===== config.mk =====
export PLATFORM = sky130hd
export DESIGN_NAME = channel_enable_voltage_regs
export DESIGN_NICKNAME = d
export VERILOG_FILES = /design/src/include/channel_regs_pkg.sv /design/src/rtl/voltage_code_decode.sv /design/src/rtl/channel_enable_voltage_regs.sv
export SDC_FILE = /design/constraint.sdc
export NUM_CORES = 1
export LEC_CHECK = 0
export BUFFER_PORTS_ARGS = -buffer_cell sky130_fd_sc_hd__buf_2
export CORE_ASPECT_RATIO = 0.7
export CORE_MARGIN = 2
export CORE_UTILIZATION = 54
export DETAILED_ROUTE_END_ITERATION = 12
export GPL_TIMING_DRIVEN = 0
export PLACE_DENSITY_LB_ADDON = 0.3
export RECOVER_POWER = 50
export SLEW_MARGIN = 20
export SYNTH_ARGS = -nofsm -noshare
export SYNTH_HDL_FRONTEND = slang
export SYNTH_SLANG_ARGS = --single-unit

===== constraint.sdc =====
create_clock -name i_mclk -period 4.55 [get_ports i_mclk]
set_clock_uncertainty 0.05 [all_clocks]
set_input_delay 0.6825 -clock i_mclk [delete_from_list [all_inputs] [get_ports i_mclk]]
set_output_delay 0.6825 -clock i_mclk [all_outputs]
set_load 0.02 [all_outputs]

===== src/include/channel_regs_pkg.sv =====
// Constants for the channel enable and output voltage register bank.
// Assumes one 250 MHz clock and an external serial engine driving the register port.
package channel_regs_pkg;

	//----------------------------------------------------------------
	// Register port
	//----------------------------------------------------------------
	localparam int          ADDR_W = 8;
	localparam int          DATA_W = 8;
	localparam int          NUM_CH = 5;
	localparam int          MV_W   = 13;
	localparam int          CYC_W  = 16;

	localparam logic [7:0]  ADDR_CTRL      = 8'h01;
	localparam logic [7:0]  ADDR_CH1_CODE  = 8'h02;
	localparam logic [7:0]  ADDR_CH23_CODE = 8'h03;
	localparam logic [7:0]  ADDR_CH4_CODE  = 8'h04;
	localparam logic [7:0]  ADDR_SCALING   = 8'h05;
	localparam logic [7:0]  READ_UNMAPPED  = 8'h00;

	//----------------------------------------------------------------
	// Reset values (code defaults stand in for the fuse-loaded ones)
	//----------------------------------------------------------------
	localparam logic [7:0]  CTRL_RESET      = 8'h1F;
	localparam logic [7:0]  CH1_CODE_RESET  = 8'h07;
	localparam logic [7:0]  CH23_CODE_RESET = 8'h11;
	localparam logic [7:0]  CH4_CODE_RESET  = 8'h09;
	localparam logic [7:0]  SCALING_RESET   = 8'h00;
	localparam logic [4:0]  ALL_CH          = 5'h1F;

	//----------------------------------------------------------------
	// Field positions
	//----------------------------------------------------------------
	localparam int          CH2_CODE_LSB     = 0;
	localparam int          CH3_CODE_LSB     = 4;
	localparam int          CH1_SCALE_EN_BIT = 2;
	localparam int          CH1_INTERVAL_LSB = 0;
	localparam int          CH4_SCALE_EN_BIT = 6;
	localparam int          CH4_INTERVAL_LSB = 4;

	//----------------------------------------------------------------
	// Output voltage mapping, millivolts
	//----------------------------------------------------------------
	localparam logic [12:0] ADJ_MV       = 13'd800;
	localparam logic [12:0] CH1_BASE_MV  = 13'd825;
	localparam logic [12:0] CH1_STEP_MV  = 13'd25;
	localparam logic [12:0] CH2_BASE_MV  = 13'd3000;
	localparam logic [12:0] CH2_STEP_MV  = 13'd300;
	localparam logic [12:0] CH2_TOP_MV   = 13'd5000;
	localparam logic [12:0] CH3_BASE_MV  = 13'd1100;
	localparam logic [12:0] CH3_STEP_MV  = 13'd100;
	localparam logic [12:0] CH4_BASE_MV  = 13'd2400;
	localparam logic [12:0] CH4_STEP_MV  = 13'd100;

	//----------------------------------------------------------------
	// Scaling step intervals
	//----------------------------------------------------------------
	localparam int          CLK_PERIOD_NS    = 4;
	localparam int          INTERVAL0_NS     = 62500;
	localparam int          INTERVAL1_NS     = 31200;
	localparam int          INTERVAL2_NS     = 15600;
	localparam int          INTERVAL3_NS     = 7800;
	localparam int          INTERVAL0_CYCLES = INTERVAL0_NS / CLK_PERIOD_NS;
	localparam int          INTERVAL1_CYCLES = INTERVAL1_NS / CLK_PERIOD_NS;
	localparam int          INTERVAL2_CYCLES = INTERVAL2_NS / CLK_PERIOD_NS;
	localparam int          INTERVAL3_CYCLES = INTERVAL3_NS / CLK_PERIOD_NS;

endpackage : channel_regs_pkg


===== src/rtl/voltage_code_decode.sv =====
// Maps the four buck voltage codes to target millivolts and adjustable flags.
// Assumes codes come straight from the register bank; purely combinational.
`timescale 1ns/1ps
`default_nettype none

module voltage_code_decode (
	input  wire logic [4:0]                         i_ch1_code,
	input  wire logic [2:0]                         i_ch2_code,
	input  wire logic [2:0]                         i_ch3_code,
	input  wire logic [4:0]                         i_ch4_code,
	output logic      [channel_regs_pkg::MV_W-1:0]  o_ch1_mv,
	output logic      [channel_regs_pkg::MV_W-1:0]  o_ch2_mv,
	output logic      [channel_regs_pkg::MV_W-1:0]  o_ch3_mv,
	output logic      [channel_regs_pkg::MV_W-1:0]  o_ch4_mv,
	output logic      [3:0]                         o_adjustable
);
	import channel_regs_pkg::*;

	always_comb begin
		o_adjustable = {i_ch4_code == 5'h0, i_ch3_code == 3'h0,
		                i_ch2_code == 3'h0, i_ch1_code == 5'h0};
		o_ch1_mv = CH1_BASE_MV + CH1_STEP_MV * 13'(i_ch1_code);
		o_ch2_mv = CH2_BASE_MV + CH2_STEP_MV * 13'(i_ch2_code);
		o_ch3_mv = CH3_BASE_MV + CH3_STEP_MV * 13'(i_ch3_code);
		o_ch4_mv = CH4_BASE_MV + CH4_STEP_MV * 13'(i_ch4_code);
		if (i_ch2_code == 3'h7) begin
			o_ch2_mv = CH2_TOP_MV;
		end
		if (o_adjustable[0]) begin
			o_ch1_mv = ADJ_MV;
		end
		if (o_adjustable[1]) begin
			o_ch2_mv = ADJ_MV;
		end
		if (o_adjustable[2]) begin
			o_ch3_mv = ADJ_MV;
		end
		if (o_adjustable[3]) begin
			o_ch4_mv = ADJ_MV;
		end
	end

endmodule : voltage_code_decode

`default_nettype wire


===== src/rtl/channel_enable_voltage_regs.sv =====
// Channel enable and output voltage register bank of a five channel power manager.
// Assumes a serial engine presents one-cycle read and write strobes, and enable pins
// already synchronous to i_mclk.
`timescale 1ns/1ps
`default_nettype none

module channel_enable_voltage_regs #(
	parameter int P_INTERVAL0_CYCLES = channel_regs_pkg::INTERVAL0_CYCLES
) (
	input  wire logic                                  i_mclk,
	input  wire logic                                  i_rst_n,
	input  wire logic                                  i_wr_en,
	input  wire logic                                  i_rd_en,
	input  wire logic [channel_regs_pkg::ADDR_W-1:0]   i_addr,
	input  wire logic [channel_regs_pkg::DATA_W-1:0]   i_wr_data,
	input  wire logic [channel_regs_pkg::NUM_CH-1:0]   i_channel_hw_enable_pin,
	output logic      [channel_regs_pkg::DATA_W-1:0]   o_rd_data,
	output logic      [channel_regs_pkg::NUM_CH-1:0]   o_channel_run,
	output logic      [channel_regs_pkg::MV_W-1:0]     o_ch1_target_mv,
	output logic      [channel_regs_pkg::MV_W-1:0]     o_ch2_target_mv,
	output logic      [channel_regs_pkg::MV_W-1:0]     o_ch3_target_mv,
	output logic      [channel_regs_pkg::MV_W-1:0]     o_ch4_target_mv,
	output logic      [3:0]                            o_adjustable,
	output logic                                       o_ch1_scaling_enable,
	output logic                                       o_ch4_scaling_enable,
	output logic      [channel_regs_pkg::CYC_W-1:0]    o_ch1_step_cycles,
	output logic      [channel_regs_pkg::CYC_W-1:0]    o_ch4_step_cycles
);
	import channel_regs_pkg::*;

	//----------------------------------------------------------------
	// Interval decode
	//----------------------------------------------------------------
	function automatic logic [CYC_W-1:0] interval_cycles(input logic [1:0] sel);
		logic [CYC_W-1:0] cyc;
		case (sel)
			2'b00:   cyc = CYC_W'(P_INTERVAL0_CYCLES);
			2'b01:   cyc = CYC_W'(INTERVAL1_CYCLES);
			2'b10:   cyc = CYC_W'(INTERVAL2_CYCLES);
			default: cyc = CYC_W'(INTERVAL3_CYCLES);
		endcase
		return cyc;
	endfunction : interval_cycles

	//----------------------------------------------------------------
	// Reset release
	//----------------------------------------------------------------
	logic rst_meta_reg;
	logic rst_sync_n;

	always_ff @(posedge i_mclk or negedge i_rst_n) begin
		if (!i_rst_n) begin
			rst_meta_reg <= 1'b0;
			rst_sync_n   <= 1'b0;
		end else begin
			rst_meta_reg <= 1'b1;
			rst_sync_n   <= rst_meta_reg;
		end
	end

	//----------------------------------------------------------------
	// Register bank
	//----------------------------------------------------------------
	logic [7:0]        ctrl_reg, ctrl_next;
	logic [7:0]        ch1_code_reg, ch1_code_next;
	logic [7:0]        ch23_code_reg, ch23_code_next;
	logic [7:0]        ch4_code_reg, ch4_code_next;
	logic [7:0]        scaling_reg, scaling_next;
	logic [7:0]        rd_data_reg, rd_data_next;
	logic [4:0]        run_reg, run_next;
	logic [MV_W-1:0]   dec_mv [4];
	logic [3:0]        dec_adj;
	logic [MV_W-1:0]   mv_reg [4];
	logic [3:0]        adj_reg;
	logic [1:0]        scale_en_reg, scale_en_next;
	logic [CYC_W-1:0]  step1_reg, step1_next;
	logic [CYC_W-1:0]  step4_reg, step4_next;

	voltage_code_decode u_decode (
		.i_ch1_code   (ch1_code_reg[4:0]),
		.i_ch2_code   (ch23_code_reg[CH2_CODE_LSB +: 3]),
		.i_ch3_code   (ch23_code_reg[CH3_CODE_LSB +: 3]),
		.i_ch4_code   (ch4_code_reg[4:0]),
		.o_ch1_mv     (dec_mv[0]),
		.o_ch2_mv     (dec_mv[1]),
		.o_ch3_mv     (dec_mv[2]),
		.o_ch4_mv     (dec_mv[3]),
		.o_adjustable (dec_adj)
	);

	always_comb begin
		ctrl_next    = ctrl_reg;
		ch1_code_next  = ch1_code_reg;
		ch23_code_next = ch23_code_reg;
		ch4_code_next  = ch4_code_reg;
		scaling_next = scaling_reg;
		rd_data_next = rd_data_reg;
		if (i_wr_en) begin
			case (i_addr)
				ADDR_CTRL: begin
					ctrl_next = {i_wr_data[7:5],
					             (i_wr_data[4:0] & i_channel_hw_enable_pin) |
					             (ctrl_reg[4:0] & ~i_channel_hw_enable_pin)};
				end
				ADDR_CH1_CODE:  ch1_code_next  = i_wr_data;
				ADDR_CH23_CODE: ch23_code_next = i_wr_data;
				ADDR_CH4_CODE:  ch4_code_next  = i_wr_data;
				ADDR_SCALING: scaling_next = i_wr_data;
				default: ;
			endcase
		end
		// Pin low reloads the default and wins over a same-cycle write
		ctrl_next[4:0] = ctrl_next[4:0] | ~i_channel_hw_enable_pin;
		if (i_rd_en) begin
			case (i_addr)
				ADDR_CTRL:    rd_data_next = ctrl_reg;
				ADDR_CH1_CODE:  rd_data_next = ch1_code_reg;
				ADDR_CH23_CODE: rd_data_next = ch23_code_reg;
				ADDR_CH4_CODE:  rd_data_next = ch4_code_reg;
				ADDR_SCALING: rd_data_next = scaling_reg;
				default:      rd_data_next = READ_UNMAPPED;
			endcase
		end
		run_next      = ctrl_reg[4:0] & i_channel_hw_enable_pin;
		scale_en_next = {scaling_reg[CH4_SCALE_EN_BIT], scaling_reg[CH1_SCALE_EN_BIT]};
		step1_next    = interval_cycles(scaling_reg[CH1_INTERVAL_LSB +: 2]);
		step4_next    = interval_cycles(scaling_reg[CH4_INTERVAL_LSB +: 2]);
	end

	always_ff @(posedge i_mclk or negedge rst_sync_n) begin
		if (!rst_sync_n) begin
			ctrl_reg     <= CTRL_RESET;
			ch1_code_reg  <= CH1_CODE_RESET;
			ch23_code_reg <= CH23_CODE_RESET;
			ch4_code_reg  <= CH4_CODE_RESET;
			scaling_reg  <= SCALING_RESET;
			rd_data_reg  <= 8'h00;
			run_reg      <= 5'h00;
			adj_reg      <= 4'h0;
			scale_en_reg <= 2'b00;
			step1_reg    <= '0;
			step4_reg    <= '0;
			for (int i = 0; i < 4; i++) begin
				mv_reg[i] <= '0;
			end
		end else begin
			ctrl_reg     <= ctrl_next;
			ch1_code_reg  <= ch1_code_next;
			ch23_code_reg <= ch23_code_next;
			ch4_code_reg  <= ch4_code_next;
			scaling_reg  <= scaling_next;
			rd_data_reg  <= rd_data_next;
			run_reg      <= run_next;
			adj_reg      <= dec_adj;
			scale_en_reg <= scale_en_next;
			step1_reg    <= step1_next;
			step4_reg    <= step4_next;
			for (int i = 0; i < 4; i++) begin
				mv_reg[i] <= dec_mv[i];
			end
		end
	end

	assign o_rd_data            = rd_data_reg;
	assign o_channel_run        = run_reg;
	assign o_ch1_target_mv      = mv_reg[0];
	assign o_ch2_target_mv      = mv_reg[1];
	assign o_ch3_target_mv      = mv_reg[2];
	assign o_ch4_target_mv      = mv_reg[3];
	assign o_adjustable         = adj_reg;
	assign o_ch1_scaling_enable = scale_en_reg[0];
	assign o_ch4_scaling_enable = scale_en_reg[1];
	assign o_ch1_step_cycles    = step1_reg;
	assign o_ch4_step_cycles    = step4_reg;
endmodule : channel_enable_voltage_regs

`default_nettype wire


Word level (Yosys, flattened, before mapping)
Cells that the tools add are included.
- bits in registers: 145
- output and inout bits: 103
- bits in latches: 0
- word-level logic and storage cells: 63
- ROM bits: 0
- bits in writable memories: 0
- memories: 0
- input bits: 25
- mux-type cells: 10
- eq/ne operators: 10
- bitwise operators: 6
- div/mod/pow operators: 0
- $add $sub $neg: 4
- magnitude comparators: 0
- shift operators: 0
- reductions and logical operators: 11
- $mul: 4
- operators by type and width (cell ; number):
    $pmux W14 S3 ; 2
    $mux W13 ; 5
    $pmux W8 S5 ; 1
    $add A12 B12 Y13 const A ; 2
    $mul A5 B5 Y10 const A ; 2
    $eq A8 B2 Y1 const B ; 2
    $eq A8 B3 Y1 const B ; 2
    $and A5 B5 Y5 ; 3
    $add A11 B10 Y12 const A ; 1
    $add A10 B10 Y11 const A ; 1
    $logic_not A5 Y1 ; 2
    $mul A7 B3 Y10 const A ; 1
    $mux W5 ; 2
    $or A5 B5 Y5 ; 2
    $reduce_and A2 Y1 ; 5
    $eq A8 B1 Y1 const B ; 1
    $mul A5 B3 Y8 const A ; 1
    $logic_not A3 Y1 ; 2
    $not A5 Y5 ; 1
    $eq A2 B1 Y1 const B ; 2
    $eq A2 B2 Y1 const B ; 2
    $logic_not A2 Y1 ; 2
    $eq A3 B3 Y1 const B ; 1

Longest topological paths before layout
Gate-level depths: netlist (run 1).
- depth after elaboration: 6
- mapped depth: 12
- depth with buffers taken out: 12

Modules after synthesis
Synthesis (run 1) repeated with hierarchy kept, for this count alone.
- cells, all modules: 575
- area total of the unflattened synthesis: 6807.8 um2
- by module, submodules not included (module ; instances ; seq. area each (um2) ; cells each ; area an instance (um2)):
    channel_enable_voltage_regs ; 1 ; 3318.2 ; 322 ; 4912.2
    voltage_code_decode ; 1 ; 0.0 ; 253 ; 1895.6

Worst setup path after synthesis (run 1)
OpenSTA, ideal clock, no wires.
- path kind: reg2reg
- start point: register ch1_code_reg[0]
- end point: register mv_reg (netlist bit o_ch1_target_mv[10])
- data required time: 4377 ps
- stages on the path, launching flop included: 13
- data arrival time: 2841 ps
- clock period less this slack: 3014 ps
- path buffers: 0
- setup time: 123 ps
- path slack: 1536 ps
- cells stage by stage: dfstp_2 > inv_1 > ha_1 > inv_1 > fa_1 > inv_1 > fa_1 > ha_1 > a31oi_1 > nor2_1 > o41ai_1 > xnor2_1 > nor2_1
- RTL lines (what ; RTL line ; source):
    from (decl) ; channel_enable_voltage_regs.sv:65 ; logic [7:0] ch1_code_reg, ch1_code_next;
    from (signal assigned) ; channel_enable_voltage_regs.sv:148 ; ch1_code_reg <= ch1_code_next;
    to (signal, indexed assignment) ; channel_enable_voltage_regs.sv:159 ; mv_reg[i] <= dec_mv[i];
    to (decl) ; channel_enable_voltage_regs.sv:73 ; logic [MV_W-1:0] mv_reg [4];

==> impl_summary.md, run 1 <==
Timing
The minimum clock period is ~3.5 ns. In the finished design, the share of the clock period the worst path needs comes to 0.760. At the pin with the least slew margin, the transition time is between 2 and 2.5 ns. The final count of pins violating max slew came to between 40 and 50. Setup repair after global routing left no endpoint under its margin. The final worst setup slack is ~1.1 ns.

Based on the critical path, the design can be clocked at up to 0.289 GHz. The headroom to the max-slew limit is -0.584. The total setup violations reported at the end of the flow is 0.

The total count of hold-check failures in the final report came to 0.

Logic synthesis
In this run, synthesis produced a sequential element count of 123. The post-synthesis cell type count is a little under 60. The per-instance average area after synthesis is roughly 11 µm². The Yosys step of the flow raised 0 warnings. The post-synthesis cell count is around 570. The most used flip-flop cell after synthesis is dfrtp_1. The cell area that synthesis handed to floorplanning was between 6000 and 7000 µm². The sequential fraction of the synthesis area is 0.476. The share of async-settable or async-resettable flops after synthesis is 1.00. In this run, synthesis inferred 0 flip-flops with an integrated enable.

Routing
In the routed layout, each cell is associated on average with a via count of ~5.2. The met2 wirelength from detailed routing is between 6000 and 7000 µm. The sum of routed wire segments on met1 is 6290 µm. The final wirelength is between 10000 and 15000 µm. The number of design-rule violations left by the first detailed-router iteration is between 200 and 250. Detailed routing inserted a total of between 4000 and 5000 vias.

After detailed routing, no signal wire sits above met4. In the final routed layout, each cell accounts on average for 15.5 µm. The detailed-routed wire length on met3 is 780 µm. The number of remaining DRC errors is 0. The post-detailed-route count of antenna-violating nets is 0. The first TritonRoute pass finished after 5 iterations.

Worst setup path
The worst setup path is of the flip-flop to flip-flop kind. The category of the worst setup path capture point is a flip-flop. STA puts the critical path data required time at approximately 4.8 ns. In this run the register-to-register setup slack is 1.09 ns. The largest fanout of any net on the critical path is 6. At the worst endpoint, the arrival time is roughly 3.7 ns. The endpoint of the most critical register-to-register path is o_ch1_target_mv[10]. The worst setup path is launched from a flip-flop.

The worst flop-to-flop path startpoint is ch1_code_reg[0]. The path depth of the worst reg2reg path is 12.

Placed design
The detailed placer's ending HPWL is between 10000 and 15000 µm. Port buffering added 113 buffers. Prior to clock tree synthesis, the placed netlist has a worst setup slack of around 1.2 ns. In this run, placement finished with an instance count of approximately 860.

The final weighted congestion in routability-driven placement is about 0.9.

Clock tree
Once the clock tree was built, the resizer swapped 0 gates to a different size. After clock tree synthesis, the clock-pin slew on the worst setup and hold paths is roughly 0.05 ns. Counting every sink on the clock net gives 123. The total CTS buffers is 17. The buffer levels on the longest clock path is 2. The clock reaches the later pin of the worst-skew pair after 0.42 ns. Clock tree synthesis selected as its root buffer the cell clkbuf_16.

The number of levels the H-tree was split into is 4. The TritonCTS clock tree is done.

Pwr
Across the VDD grid, the largest voltage drop is about 0.00023 V. The analysis attributes to cell leakage a power of roughly 4 nW. Dividing total power by cell area gives a power density of 386 nW/µm².

Global route
For this run the aggregate overflow at the end of global routing stands at 0. The first global-routing pass estimated around 22000 µm of wire. The via count of the first global-routing pass is between 4000 and 5000. Entering global routing, the biggest net connects 52 pins. In the global route stage, overall resource usage came out at 0.220. The initial antenna violation count is 0.

Min path
The worst hold-check path type is flip-flop to flip-flop. The sink of the worst hold path is rst_sync_n. The worst hold path stage count is 0. The worst min-delay path startpoint is rst_meta_reg.

Finish
The top cell types in the final layout, fill and taps aside, are dfrtp_1 (111), buf_2 (106), ha_1 (64). The final cell count without fillers is 892. From synthesis to final layout, the design area changed by 22.3%. At the end of the flow, the number of nets in the layout was just over 800.

Leaving out fill and tap cells, the most frequent cell in the layout is dfrtp_1. Of the cells placed in the final design, the portion with a size suffix greater than 1 is 0.309. After filler insertion, the fill cell instance count of the layout stands at between 900 and 1000.

The final core utilization is 0.678. The number of antenna diodes is 0.

Die
The initial utilization of the core area, before any placement, comes to 0.554. Measured along the y axis, the die boundary spans ~96 µm. The die covers about 13000 µm². The width of the die is approximately 140 µm. The initialized floorplan defines 33 standard-cell rows. In this run the standard cell core region covers approximately 12000 µm². The count of pins on the block boundary is roughly 130.

Flow run
Across the run, the number of max-cap violations was 1.

Status
The checks that failed: capacitance limit, slew limit. The run finished, with violations left.
-- what timing repair did --
action | in CTS | in global routing
setup endpoints to repair | 0 | 0
hold buffers | 1 | 0
hold endpoints to repair | 2 | 0
buffers inserted | 0 | 0
-- routing by layer --
layer  track usage  up-vias
li1              -     2211
met1         0.289     2296
met2         0.359      138
met3        0.0537       18
met4        0.0842        0
met5             0        -
-- worst max-delay path by stage --
stage	startpoint	endpoint	slack, ns	cells past startpoint
global route	rst_sync_n	o_ch4_target_mv[11]	0.52	1
detailed placement	ch1_code_reg[0]	o_ch1_target_mv[10]	1.20	12
CTS	ch1_code_reg[0]	o_ch1_target_mv[10]	1.16	12
finish	ch1_code_reg[0]	o_ch1_target_mv[10]	1.09	12
floorplan	rst_sync_n	ch1_code_reg[3]	0.84	0
global placement	rst_sync_n	o_ch4_step_cycles[10]	-0.31	0
-- cell usage after synthesis, drive strengths merged (3+ instances only) --
cell    instances  area [µm²]
a211oi          3        22.5
a21boi          3        22.5
a21oi          21         105
a22o            7        61.3
a22oi           7        52.6
and2           10        62.6
buf            28         208
clkbuf         11        41.3
dfrtp         111        2780
dfstp          12         315
fa              5         100
ha             64         801
inv            49         184
mux2           49         552
mux2i          12         120
nand2          28         108
nand2b          5        31.3
nand3           9        45.0
nor2           50         190
nor2b           4        25.0
nor3            8        40.0
nor3b           3        27.5
o211ai          5        37.5
o21a            3        22.5
o21ai           8        40.0
or2             4        25.0
xnor2          15         131
xor2            8        70.1
-- kinds of logic after synthesis --
logic type / count (synthesis) / share of synthesized area
AOI/OAI and AO/OA: 72 / 0.0767
xor gates and xnor gates: 23 / 0.0310
adders and majority gates: 69 / 0.139
buffers and inverters: 88 / 0.0666
DFF: 123 / 0.476
muxes: 61 / 0.103
other: 2 / 0.00116
and+or+nand+nor: 136 / 0.106
-- critical path, stage by stage, from the launching register on --
cell and delay (ns):
dfstp_1 0.63, inv_1 0.08, ha_1 0.28, inv_1 0.06
fa_1 0.35, inv_1 0.08, fa_1 0.43, ha_1 0.35
a31oi_1 0.30, nor2_1 0.11, o41ai_1 0.38, xnor2_1 0.18
nor2_1 0.06
-- area by class of cell --
class	instances	area, µm²	area share
sequential	123	3090	0.389
clock inverter	13	175	0.0220
clock buffer	19	433	0.0545
buffer	39	249	0.0313
inverter	49	184	0.0231
multi-input combinational	376	3020	0.380
tap	157	196	0.0247
timing repair buffer	116	597	0.0751
-- power by group --
part | switching, mW | internal, mW
clock | 0.488 | 0.909
sequential | 0.0398 | 1.17
combinational | 0.286 | 0.176
-- per-stage QoR --
stage          area [µm²]  total power [mW]  hold slack, ns  TNS (ns)
5_1_grt              7950              3.19           0.309         0
3_3_place_gp         7310              1.67           0.288    -32.77
2_1_floorplan        6550              1.54           0.281         0
4_1_cts              7980              3.09           0.217         0
3_5_place_dp         7360              1.69           0.220         0
6_report             7950              3.07           0.305         0
(Power assumes the default switching activity.)
==> inputs of run 2 (changes only) <==
--- a/config.mk
+++ b/config.mk
@@ -8,7 +8,7 @@
 export BUFFER_PORTS_ARGS = -buffer_cell sky130_fd_sc_hd__buf_2
 export CORE_ASPECT_RATIO = 0.7
 export CORE_MARGIN = 2
-export CORE_UTILIZATION = 54
+export CORE_UTILIZATION = 50
 export DETAILED_ROUTE_END_ITERATION = 12
 export GPL_TIMING_DRIVEN = 0
 export PLACE_DENSITY_LB_ADDON = 0.3
==> constraint.sdc (replaced) <==
create_clock -name i_mclk -period 2.83 [get_ports i_mclk]
set_clock_uncertainty 0.05 [all_clocks]
set_input_delay 0.4245 -clock i_mclk [delete_from_list [all_inputs] [get_ports i_mclk]]
set_output_delay 0.4245 -clock i_mclk [all_outputs]
set_load 0.02 [all_outputs]
==> run 2 against run 1 <==
- the run ends with setup timing left
- combinational power is 79% higher
- register-to-register slack lost 1.1 ns
- utilization decreased by 1.1 points
- via count up 1.8%
- total power rose by 68%
- setup slack worse by 1.1 ns
- fmax rose by 20%
- sequential power increased by 61%
- sequential share of layout area decreased by 1.9 points
- final cell count up 2.8%
- clock-buffer cell count up 2
- flip-flop and latch count stayed put
- critical endpoint unchanged
- largest power group unchanged
==> impl_summary.md, run 2 (synthesis gave the netlist of run 1 again) <==
Global route
The aggregate global-route resource usage came to 0.215 (was 0.220). The initial antenna violation count came to 0 (unchanged). The global route total overflow came to 0 (unchanged). The first-pass GRT wire length is 23600 µm (was 21900 µm).

The largest net degree at the start of global routing is 50 (was 52). The via count of the first global-routing pass came to 4792 (was 4491).

Finish
The final-layout fill cell count is 938 (was 907). The share of post-route cells with drive strength above 1 is 0.388 (was 0.309). The number of antenna diodes was 0 (unchanged).

The most common cell after layout, fill and taps aside is buf_2 (was dfrtp_1). The signed area change from the synthesized netlist to the final layout is 28.9% (was 22.3%). The area taken by flip-flops and latches is 3100 µm² (was 3090 µm²).

The finished layout cell area came to 8370 µm² (was 7950 µm²). The area of combinational cells with multiple inputs is 3210 µm² (was 3020 µm²). The final core utilization is 0.667 (was 0.678). Most used cells in the layout excluding fill and tap cells: buf_2 (113), dfrtp_1 (107), ha_1 (56) (was dfrtp_1 (111), buf_2 (106), ha_1 (64)). The count of nets after finishing is 836 (was 816).

Timing
The total negative slack for setup checks was -0.0815 ns (was 0 ns). RSZ-0062 raised after global routing: true (was false). The total setup violations reported at the end of the flow is 2 (was 0). The final worst setup slack came to -0.0520 ns (was 1.09 ns). The achievable frequency came to 0.347 GHz (was 0.289 GHz). The headroom to the max-slew limit is 0.419 (was -0.584). The final count of pins violating max slew was 0 (was 43). The transition time at the pin with the least slew margin is 0.864 ns (was 2.38 ns). The share of the clock period used by the worst path after layout is 1.02 (was 0.760). The total count of hold-check failures in the final report is 0 (unchanged). The worst slack on hold paths is 0.0965 ns (was 0.305 ns).

The minimum clock period is 2.88 ns (was 3.46 ns).

Pwr
The total chip power was 5.14 mW (was 3.07 mW). The leakage dissipation was 4.10 nW (was 3.94 nW). The power density over the cells is 614 nW/µm² (was 386 nW/µm²). The worst vdd rail ir drop is 0.000381 V (was 0.000229 V).

Die
The width of the die came to 140 µm (was 135 µm). The count of pins on the block boundary is 128 (unchanged). The die height is 99.4 µm (was 95.8 µm). The area of the core region is 12500 µm² (was 11700 µm²). The initial core utilization was 0.518 (was 0.554). The total die area is 13900 µm² (was 12900 µm²). The row count came to 34 (was 33).

Clock tree
The CTS sink count is 123 (unchanged). The buffer levels on the longest clock path is 2 (unchanged). The total CTS buffers is 17 (unchanged). The clock-pin transition on the worst setup and hold timing paths is 0.06 ns (was 0.05 ns).

The number of levels the H-tree was split into is 4 (unchanged). The clock tree root buffer cell is clkbuf_16 (unchanged). The TritonCTS clock tree is done (unchanged).

The insertion delay of the later-clocked pin in the worst-skew pair came to 0.41 ns (was 0.42 ns).

Placed design
The final weighted congestion in routability-driven placement came to 0.866 (was 0.891). The area after detailed placement came to 7380 µm² (was 7360 µm²). The detailed placer's ending HPWL is 10200 µm (was 10100 µm). The number of port buffers is 113 (unchanged).

Min path
The worst hold path stage count was 2 (was 0). The worst min-delay path startpoint is i_channel_hw_enable_pin[4] (was rst_meta_reg). The worst hold-check path type is input port to flip-flop (was flip-flop to flip-flop). The sink of the worst hold path is ctrl_reg[4] (was rst_sync_n).

Status
Status: complete, but fails checks (unchanged). Violations in the final reports: setup timing (was capacitance limit, slew limit).

Routing
The detail-routed net length per standard cell came to 15.8 µm (was 15.5 µm). The final wirelength is 14500 µm (was 13800 µm). The number of design-rule violations left by the first detailed-router iteration is 202 (was 212). The number of vias per cell is 5.18 (was 5.23). The post-detailed-route count of antenna-violating nets is 0 (unchanged). The number of remaining DRC errors was 0 (unchanged). The total via count in the routed design came to 4749 (was 4663). The detailed-routing iteration count for the pre-antenna-repair pass is 5 (unchanged).

Worst setup path
The data required time at the worst endpoint is 3.07 ns (was 4.80 ns). CP Cell Sequence: inv_2 > ha_4 > inv_4 > fa_2 > inv_2 > fa_1 > ha_4 > a31oi_4 > nor2_2 > o41ai_2 > xnor2_1 > nor2_1 (was inv_1 > ha_1 > inv_1 > fa_1 > inv_1 > fa_1 > ha_1 > a31oi_1 > nor2_1 > o41ai_1 > xnor2_1 > nor2_1). The type of element launching the critical path is a flip-flop (unchanged). The worst stage delay on the critical path is 0.57 ns (was 0.63 ns). The category of cells accounting for the largest share of critical-path delay is adder cells (unchanged). The buffering stage count on the worst path with inverters included is 3 (unchanged). The slowest library cell on the worst path is dfstp_2 (was dfstp_1). The largest fanout of any net on the critical path is 3 (was 6). The category of the worst setup path capture point is a flip-flop (unchanged). The kind of critical path was flip-flop to flip-flop (unchanged).

The endpoint of the most critical register-to-register path is o_ch1_target_mv[10] (unchanged). The arrival time reported for the critical path endpoint came to 3.12 ns (was 3.71 ns). The worst flop-to-flop path startpoint is ch1_code_reg[1] (was ch1_code_reg[0]). The slack of the worst reg-to-reg path is -0.05 ns (was 1.09 ns).

The path depth of the worst reg2reg path came to 12 (unchanged).

Flow run
The max-capacitance violation count is 0 (was 1).
-- run 2: cell types whose count changed in the layout (fill, tap and decap cells not counted), moves of 4 or more --
cell      previous run  this run
buf_2              106       113
buf_4               23        40
clkbuf_1            22        15
dfrtp_1            111       107
dfstp_1              8         0
dfstp_2              4        12
ha_1                64        56
ha_4                 0         8
inv_1               49        45
-- run 2: worst max-delay path by stage --
stage	to	cells after the start	start
after global routing	o_ch1_target_mv[10]	12	ch1_code_reg[1]
final	o_ch1_target_mv[10]	12	ch1_code_reg[1]
after floorplan	o_ch1_target_mv[10]	12	ch1_code_reg[0]
after detailed placement	o_ch2_target_mv[12]	9	ch23_code_reg[0]
after global placement	o_ch2_target_mv[12]	9	ch23_code_reg[0]
after CTS	o_ch1_target_mv[10]	12	ch1_code_reg[1]
-- run 2: layout make-up --
cell class,instances,share of cell area
multi-input combinational,376,0.384
sequential,123,0.370
timing repair buffer,136,0.0927
clock buffer,21,0.0538
buffer,39,0.0297
tap,162,0.0242
clock inverter,11,0.0230
inverter,49,0.0223
-- run 2: per-layer routing --
| metal | GRT usage | share of wire |
|---|---|---|
| met1 | 0.295 | 0.46 |
| met2 | 0.337 | 0.47 |
| met3 | 0.0549 | 0.054 |
| met4 | 0.0769 | 0.017 |
| met5 | 0 | 0 |
-- run 2: per-stage QoR --
step / instances / setup slack, ns
floorplan: 587 / -0.00602
global placement: 862 / -0.335
detailed placement: 864 / -0.353
CTS: 909 / -0.0685
global route: 917 / -0.155
finish: 917 / -0.0520
-- run 2: what timing repair did --
action | 4_1_cts | 5_1_grt
setup buffers | 12 | 8
hold buffers | 1 | 0
setup endpoints to repair | 9 | 11
pin swaps | 4 | 18
gates resized for setup | 16 | 25
endpoints found under the hold margin | 2 | 0
-- run 2: report_power, final --
part           switching [mW]  internal [mW]
clock                   0.780           1.59
combinational           0.487          0.339
sequential             0.0689           1.88
==> inputs of run 3 (changes only) <==
--- a/config.mk
+++ b/config.mk
@@ -8,7 +8,7 @@
 export BUFFER_PORTS_ARGS = -buffer_cell sky130_fd_sc_hd__buf_2
 export CORE_ASPECT_RATIO = 0.7
 export CORE_MARGIN = 2
-export CORE_UTILIZATION = 50
+export CORE_UTILIZATION = 55
 export DETAILED_ROUTE_END_ITERATION = 12
 export GPL_TIMING_DRIVEN = 0
 export PLACE_DENSITY_LB_ADDON = 0.3
==> constraint.sdc (replaced) <==
create_clock -name i_mclk -period 2.8 [get_ports i_mclk]
set_clock_uncertainty 0.05 [all_clocks]
set_input_delay 0.42 -clock i_mclk [delete_from_list [all_inputs] [get_ports i_mclk]]
set_output_delay 0.42 -clock i_mclk [all_outputs]
set_load 0.02 [all_outputs]
==> run 3 against run 2 <==
- the flow still finishes with violations (setup timing)
- flip-flop and latch count did not move
- setup slack got worse by 0.13 ns
- fmax fell by 3.4%
- clock power fell by 8.4%
- critical path type unchanged
- critical endpoint unchanged
==> impl_summary.md, run 3 (synthesis gave the netlist of run 1 again) <==
Status
Status: complete, but fails checks (unchanged). Violations in the final reports: setup timing (unchanged).

Finish
The finished layout cell area is 8290 µm² (was 8370 µm²). Most used cells in the layout excluding fill and tap cells: dfrtp_1 (108), clkbuf_1 (65), buf_2 (60) (was buf_2 (113), dfrtp_1 (107), ha_1 (56)). The signed area change from the synthesized netlist to the final layout is 27.6% (was 28.9%).

The share of post-route cells with drive strength above 1 is 0.322 (was 0.388). The most common cell after layout, fill and taps aside is dfrtp_1 (was buf_2). The final core utilization came to 0.714 (was 0.667). The final cell count without fillers was 914 (was 917). The count of nets after finishing is 838 (was 836).

The final-layout fill cell count is 864 (was 938). The number of antenna diodes is 0 (unchanged).

Die
The width of the die was 134 µm (was 140 µm). The total die area is 12700 µm² (was 13900 µm²). The area of the core region came to 11600 µm² (was 12500 µm²). The initial core utilization is 0.560 (was 0.518). The die height is 94.9 µm (was 99.4 µm).

The count of pins on the block boundary is 128 (unchanged). The row count is 33 (was 34).

Global route
The aggregate global-route resource usage is 0.240 (was 0.215). The global route total overflow is 0 (unchanged). The first-pass GRT wire length is 23300 µm (was 23600 µm). The via count of the first global-routing pass is 4865 (was 4792). The largest net degree at the start of global routing is 44 (was 50).

The initial antenna violation count is 0 (unchanged).

Worst setup path
Among the stages of the critical path, the cell type that occurs most often is ha_1. The category of the worst setup path capture point is a flip-flop (unchanged). The slowest library cell on the worst path is dfstp_2 (unchanged). The worst stage delay on the critical path came to 0.57 ns (about the same).

The largest fanout of any net on the critical path is 4 (was 3). The type of element launching the critical path is a flip-flop (unchanged). The slack of the worst reg-to-reg path came to -0.18 ns (was -0.05 ns). CP Cell Sequence: buf_6 > ha_1 > inv_1 > ha_1 > inv_2 > fa_1 > ha_4 > a31oi_4 > nor2_2 > o41ai_2 > xnor2_1 > nor2_1 (was inv_2 > ha_4 > inv_4 > fa_2 > inv_2 > fa_1 > ha_4 > a31oi_4 > nor2_2 > o41ai_2 > xnor2_1 > nor2_1). The worst flop-to-flop path startpoint is ch1_code_reg[1] (unchanged). The kind of critical path is flip-flop to flip-flop (unchanged). The endpoint of the most critical register-to-register path is o_ch1_target_mv[10] (unchanged). The arrival time reported for the critical path endpoint is 3.23 ns (was 3.12 ns). The buffering stage count on the worst path with inverters included is 3 (unchanged). The path depth of the worst reg2reg path is 12 (unchanged). The category of cells accounting for the largest share of critical-path delay is adder cells (unchanged).

The data required time at the worst endpoint was 3.04 ns (was 3.07 ns).

Placed design
The final weighted congestion in routability-driven placement came to 0.858 (was 0.866). The detailed placer's ending HPWL was 10300 µm (was 10200 µm). The number of placed instances with taps included is 859 (was 864).

The number of port buffers is 113 (unchanged). The area after detailed placement is 7380 µm² (about the same).

Timing
RSZ-0062 raised after global routing: true (unchanged). The total count of hold-check failures in the final report was 0 (unchanged). The final count of pins violating max slew came to 0 (unchanged). The minimum clock period is 2.98 ns (was 2.88 ns).

The headroom to the max-slew limit is 0.409 (was 0.419). The total setup violations reported at the end of the flow is 4 (was 2). The final worst setup slack is -0.182 ns (was -0.0520 ns). The share of the clock period used by the worst path after layout is 1.06 (was 1.02). The achievable frequency is 0.335 GHz (was 0.347 GHz). The transition time at the pin with the least slew margin is 0.886 ns (was 0.864 ns).

Routing
The total via count in the routed design is 4828 (was 4749). The number of design-rule violations left by the first detailed-router iteration is 262 (was 202). The number of vias per cell is 5.28 (was 5.18). The top metal layer carrying routed signals is met4 (unchanged). The detailed-routed wire length on met3 is 790 µm (was 783 µm).

The detailed-routing iteration count for the pre-antenna-repair pass is 4 (was 5). The sum of routed wire segments on met1 is 6630 µm (was 6620 µm). The post-detailed-route count of antenna-violating nets is 0 (unchanged).

The number of remaining DRC errors is 0 (unchanged). The detail-routed net length per standard cell is 16.4 µm (was 15.8 µm). The met2 wirelength from detailed routing is 7340 µm (was 6830 µm).

The final wirelength is 15000 µm (was 14500 µm).

Pwr
The power density over the cells is 601 nW/µm² (was 614 nW/µm²). The worst vdd rail ir drop is 0.000431 V (was 0.000381 V). The leakage dissipation came to 3.93 nW (was 4.10 nW).

Min path
The worst min-delay path startpoint is i_channel_hw_enable_pin[3] (was i_channel_hw_enable_pin[4]). The worst hold path stage count is 2 (unchanged). The worst hold-check path type is input port to flip-flop (unchanged).

The sink of the worst hold path is ctrl_reg[3] (was ctrl_reg[4]).

Clock tree
The total CTS buffers was 17 (unchanged). The clock-pin transition on the worst setup and hold timing paths came to 0.06 ns (about the same). The insertion delay of the later-clocked pin in the worst-skew pair is 0.42 ns (was 0.41 ns).

The number of levels the H-tree was split into is 4 (unchanged). The clock tree root buffer cell was clkbuf_16 (unchanged). The CTS sink count is 123 (unchanged). The buffer levels on the longest clock path is 2 (unchanged). The TritonCTS clock tree was done (unchanged).

Flow run
The max-capacitance violation count was 0 (unchanged).
[run 3: cell count changes in the layout (fill, tap and decap cells not counted), sizes merged]
cell,before,now
bufinv,5,2
clkinv,4,5
clkbuf,33,87
clkinvlp,2,3
inv,49,51
buf,162,109
[run 3: area by class of cell]
| cell class | instances | area [µm²] | area share |
|---|---|---|---|
| Multi-Input combinational cell | 376 | 3250 | 0.393 |
| Sequential cell | 123 | 3100 | 0.374 |
| Clock inverter | 12 | 140 | 0.0169 |
| Buffer | 39 | 250 | 0.0302 |
| Inverter | 49 | 184 | 0.0222 |
| Clock buffer | 20 | 457 | 0.0551 |
| Timing Repair Buffer | 138 | 708 | 0.0854 |
| Tap cell | 157 | 196 | 0.0237 |
[run 3: timing repair]
| action | 4_1_cts | 5_1_grt |
|---|---|---|
| hold endpoints to repair | 2 | 0 |
| buffers inserted | 14 | 8 |
| pin swaps | 16 | 19 |
| resized for setup | 24 | 27 |
| setup endpoints to repair | 10 | 12 |
| cloned | 0 | 0 |
| hold buffers | 1 | 0 |
[run 3: layer usage]
layer | vias up | GRT usage
met5 | - | 0
met4 | 0 | 0.0842
met3 | 27 | 0.0660
met2 | 143 | 0.405
met1 | 2405 | 0.300
li1 | 2253 | -
[run 3: through the flow]
step | hold WS, ns | setup TNS, ns | setup slack, ns | power [mW]
after floorplan | 0.0744 | -0.0360 | -0.0360 | 2.52
final | 0.0913 | -0.534 | -0.182 | 4.98
after global placement | 0.155 | -0.955 | -0.209 | 2.72
after CTS | 0.0768 | -0.468 | -0.230 | 5.00
after detailed placement | 0.159 | -1.51 | -0.329 | 2.76
after global routing | 0.0919 | -0.923 | -0.273 | 5.20
[run 3: worst max path at each step]
| stage | to | slack, ns | cells after the start | start |
|---|---|---|---|---|
| 2_1_floorplan | o_ch1_target_mv[10] | -0.04 | 12 | ch1_code_reg[0] |
| 3_3_place_gp | o_ch1_target_mv[10] | -0.21 | 12 | ch1_code_reg[0] |
| 3_5_place_dp | o_ch1_target_mv[10] | -0.33 | 12 | ch1_code_reg[0] |
| 4_1_cts | o_ch1_target_mv[10] | -0.23 | 12 | ch1_code_reg[1] |
| 5_1_grt | o_ch1_target_mv[8] | -0.27 | 13 | ch1_code_reg[1] |
| 6_report | o_ch1_target_mv[10] | -0.18 | 12 | ch1_code_reg[1] |
[run 3: where the power goes]
group	switching, mW	internal, mW
registers	0.0692	1.90
clock network	0.809	1.36
logic	0.514	0.324
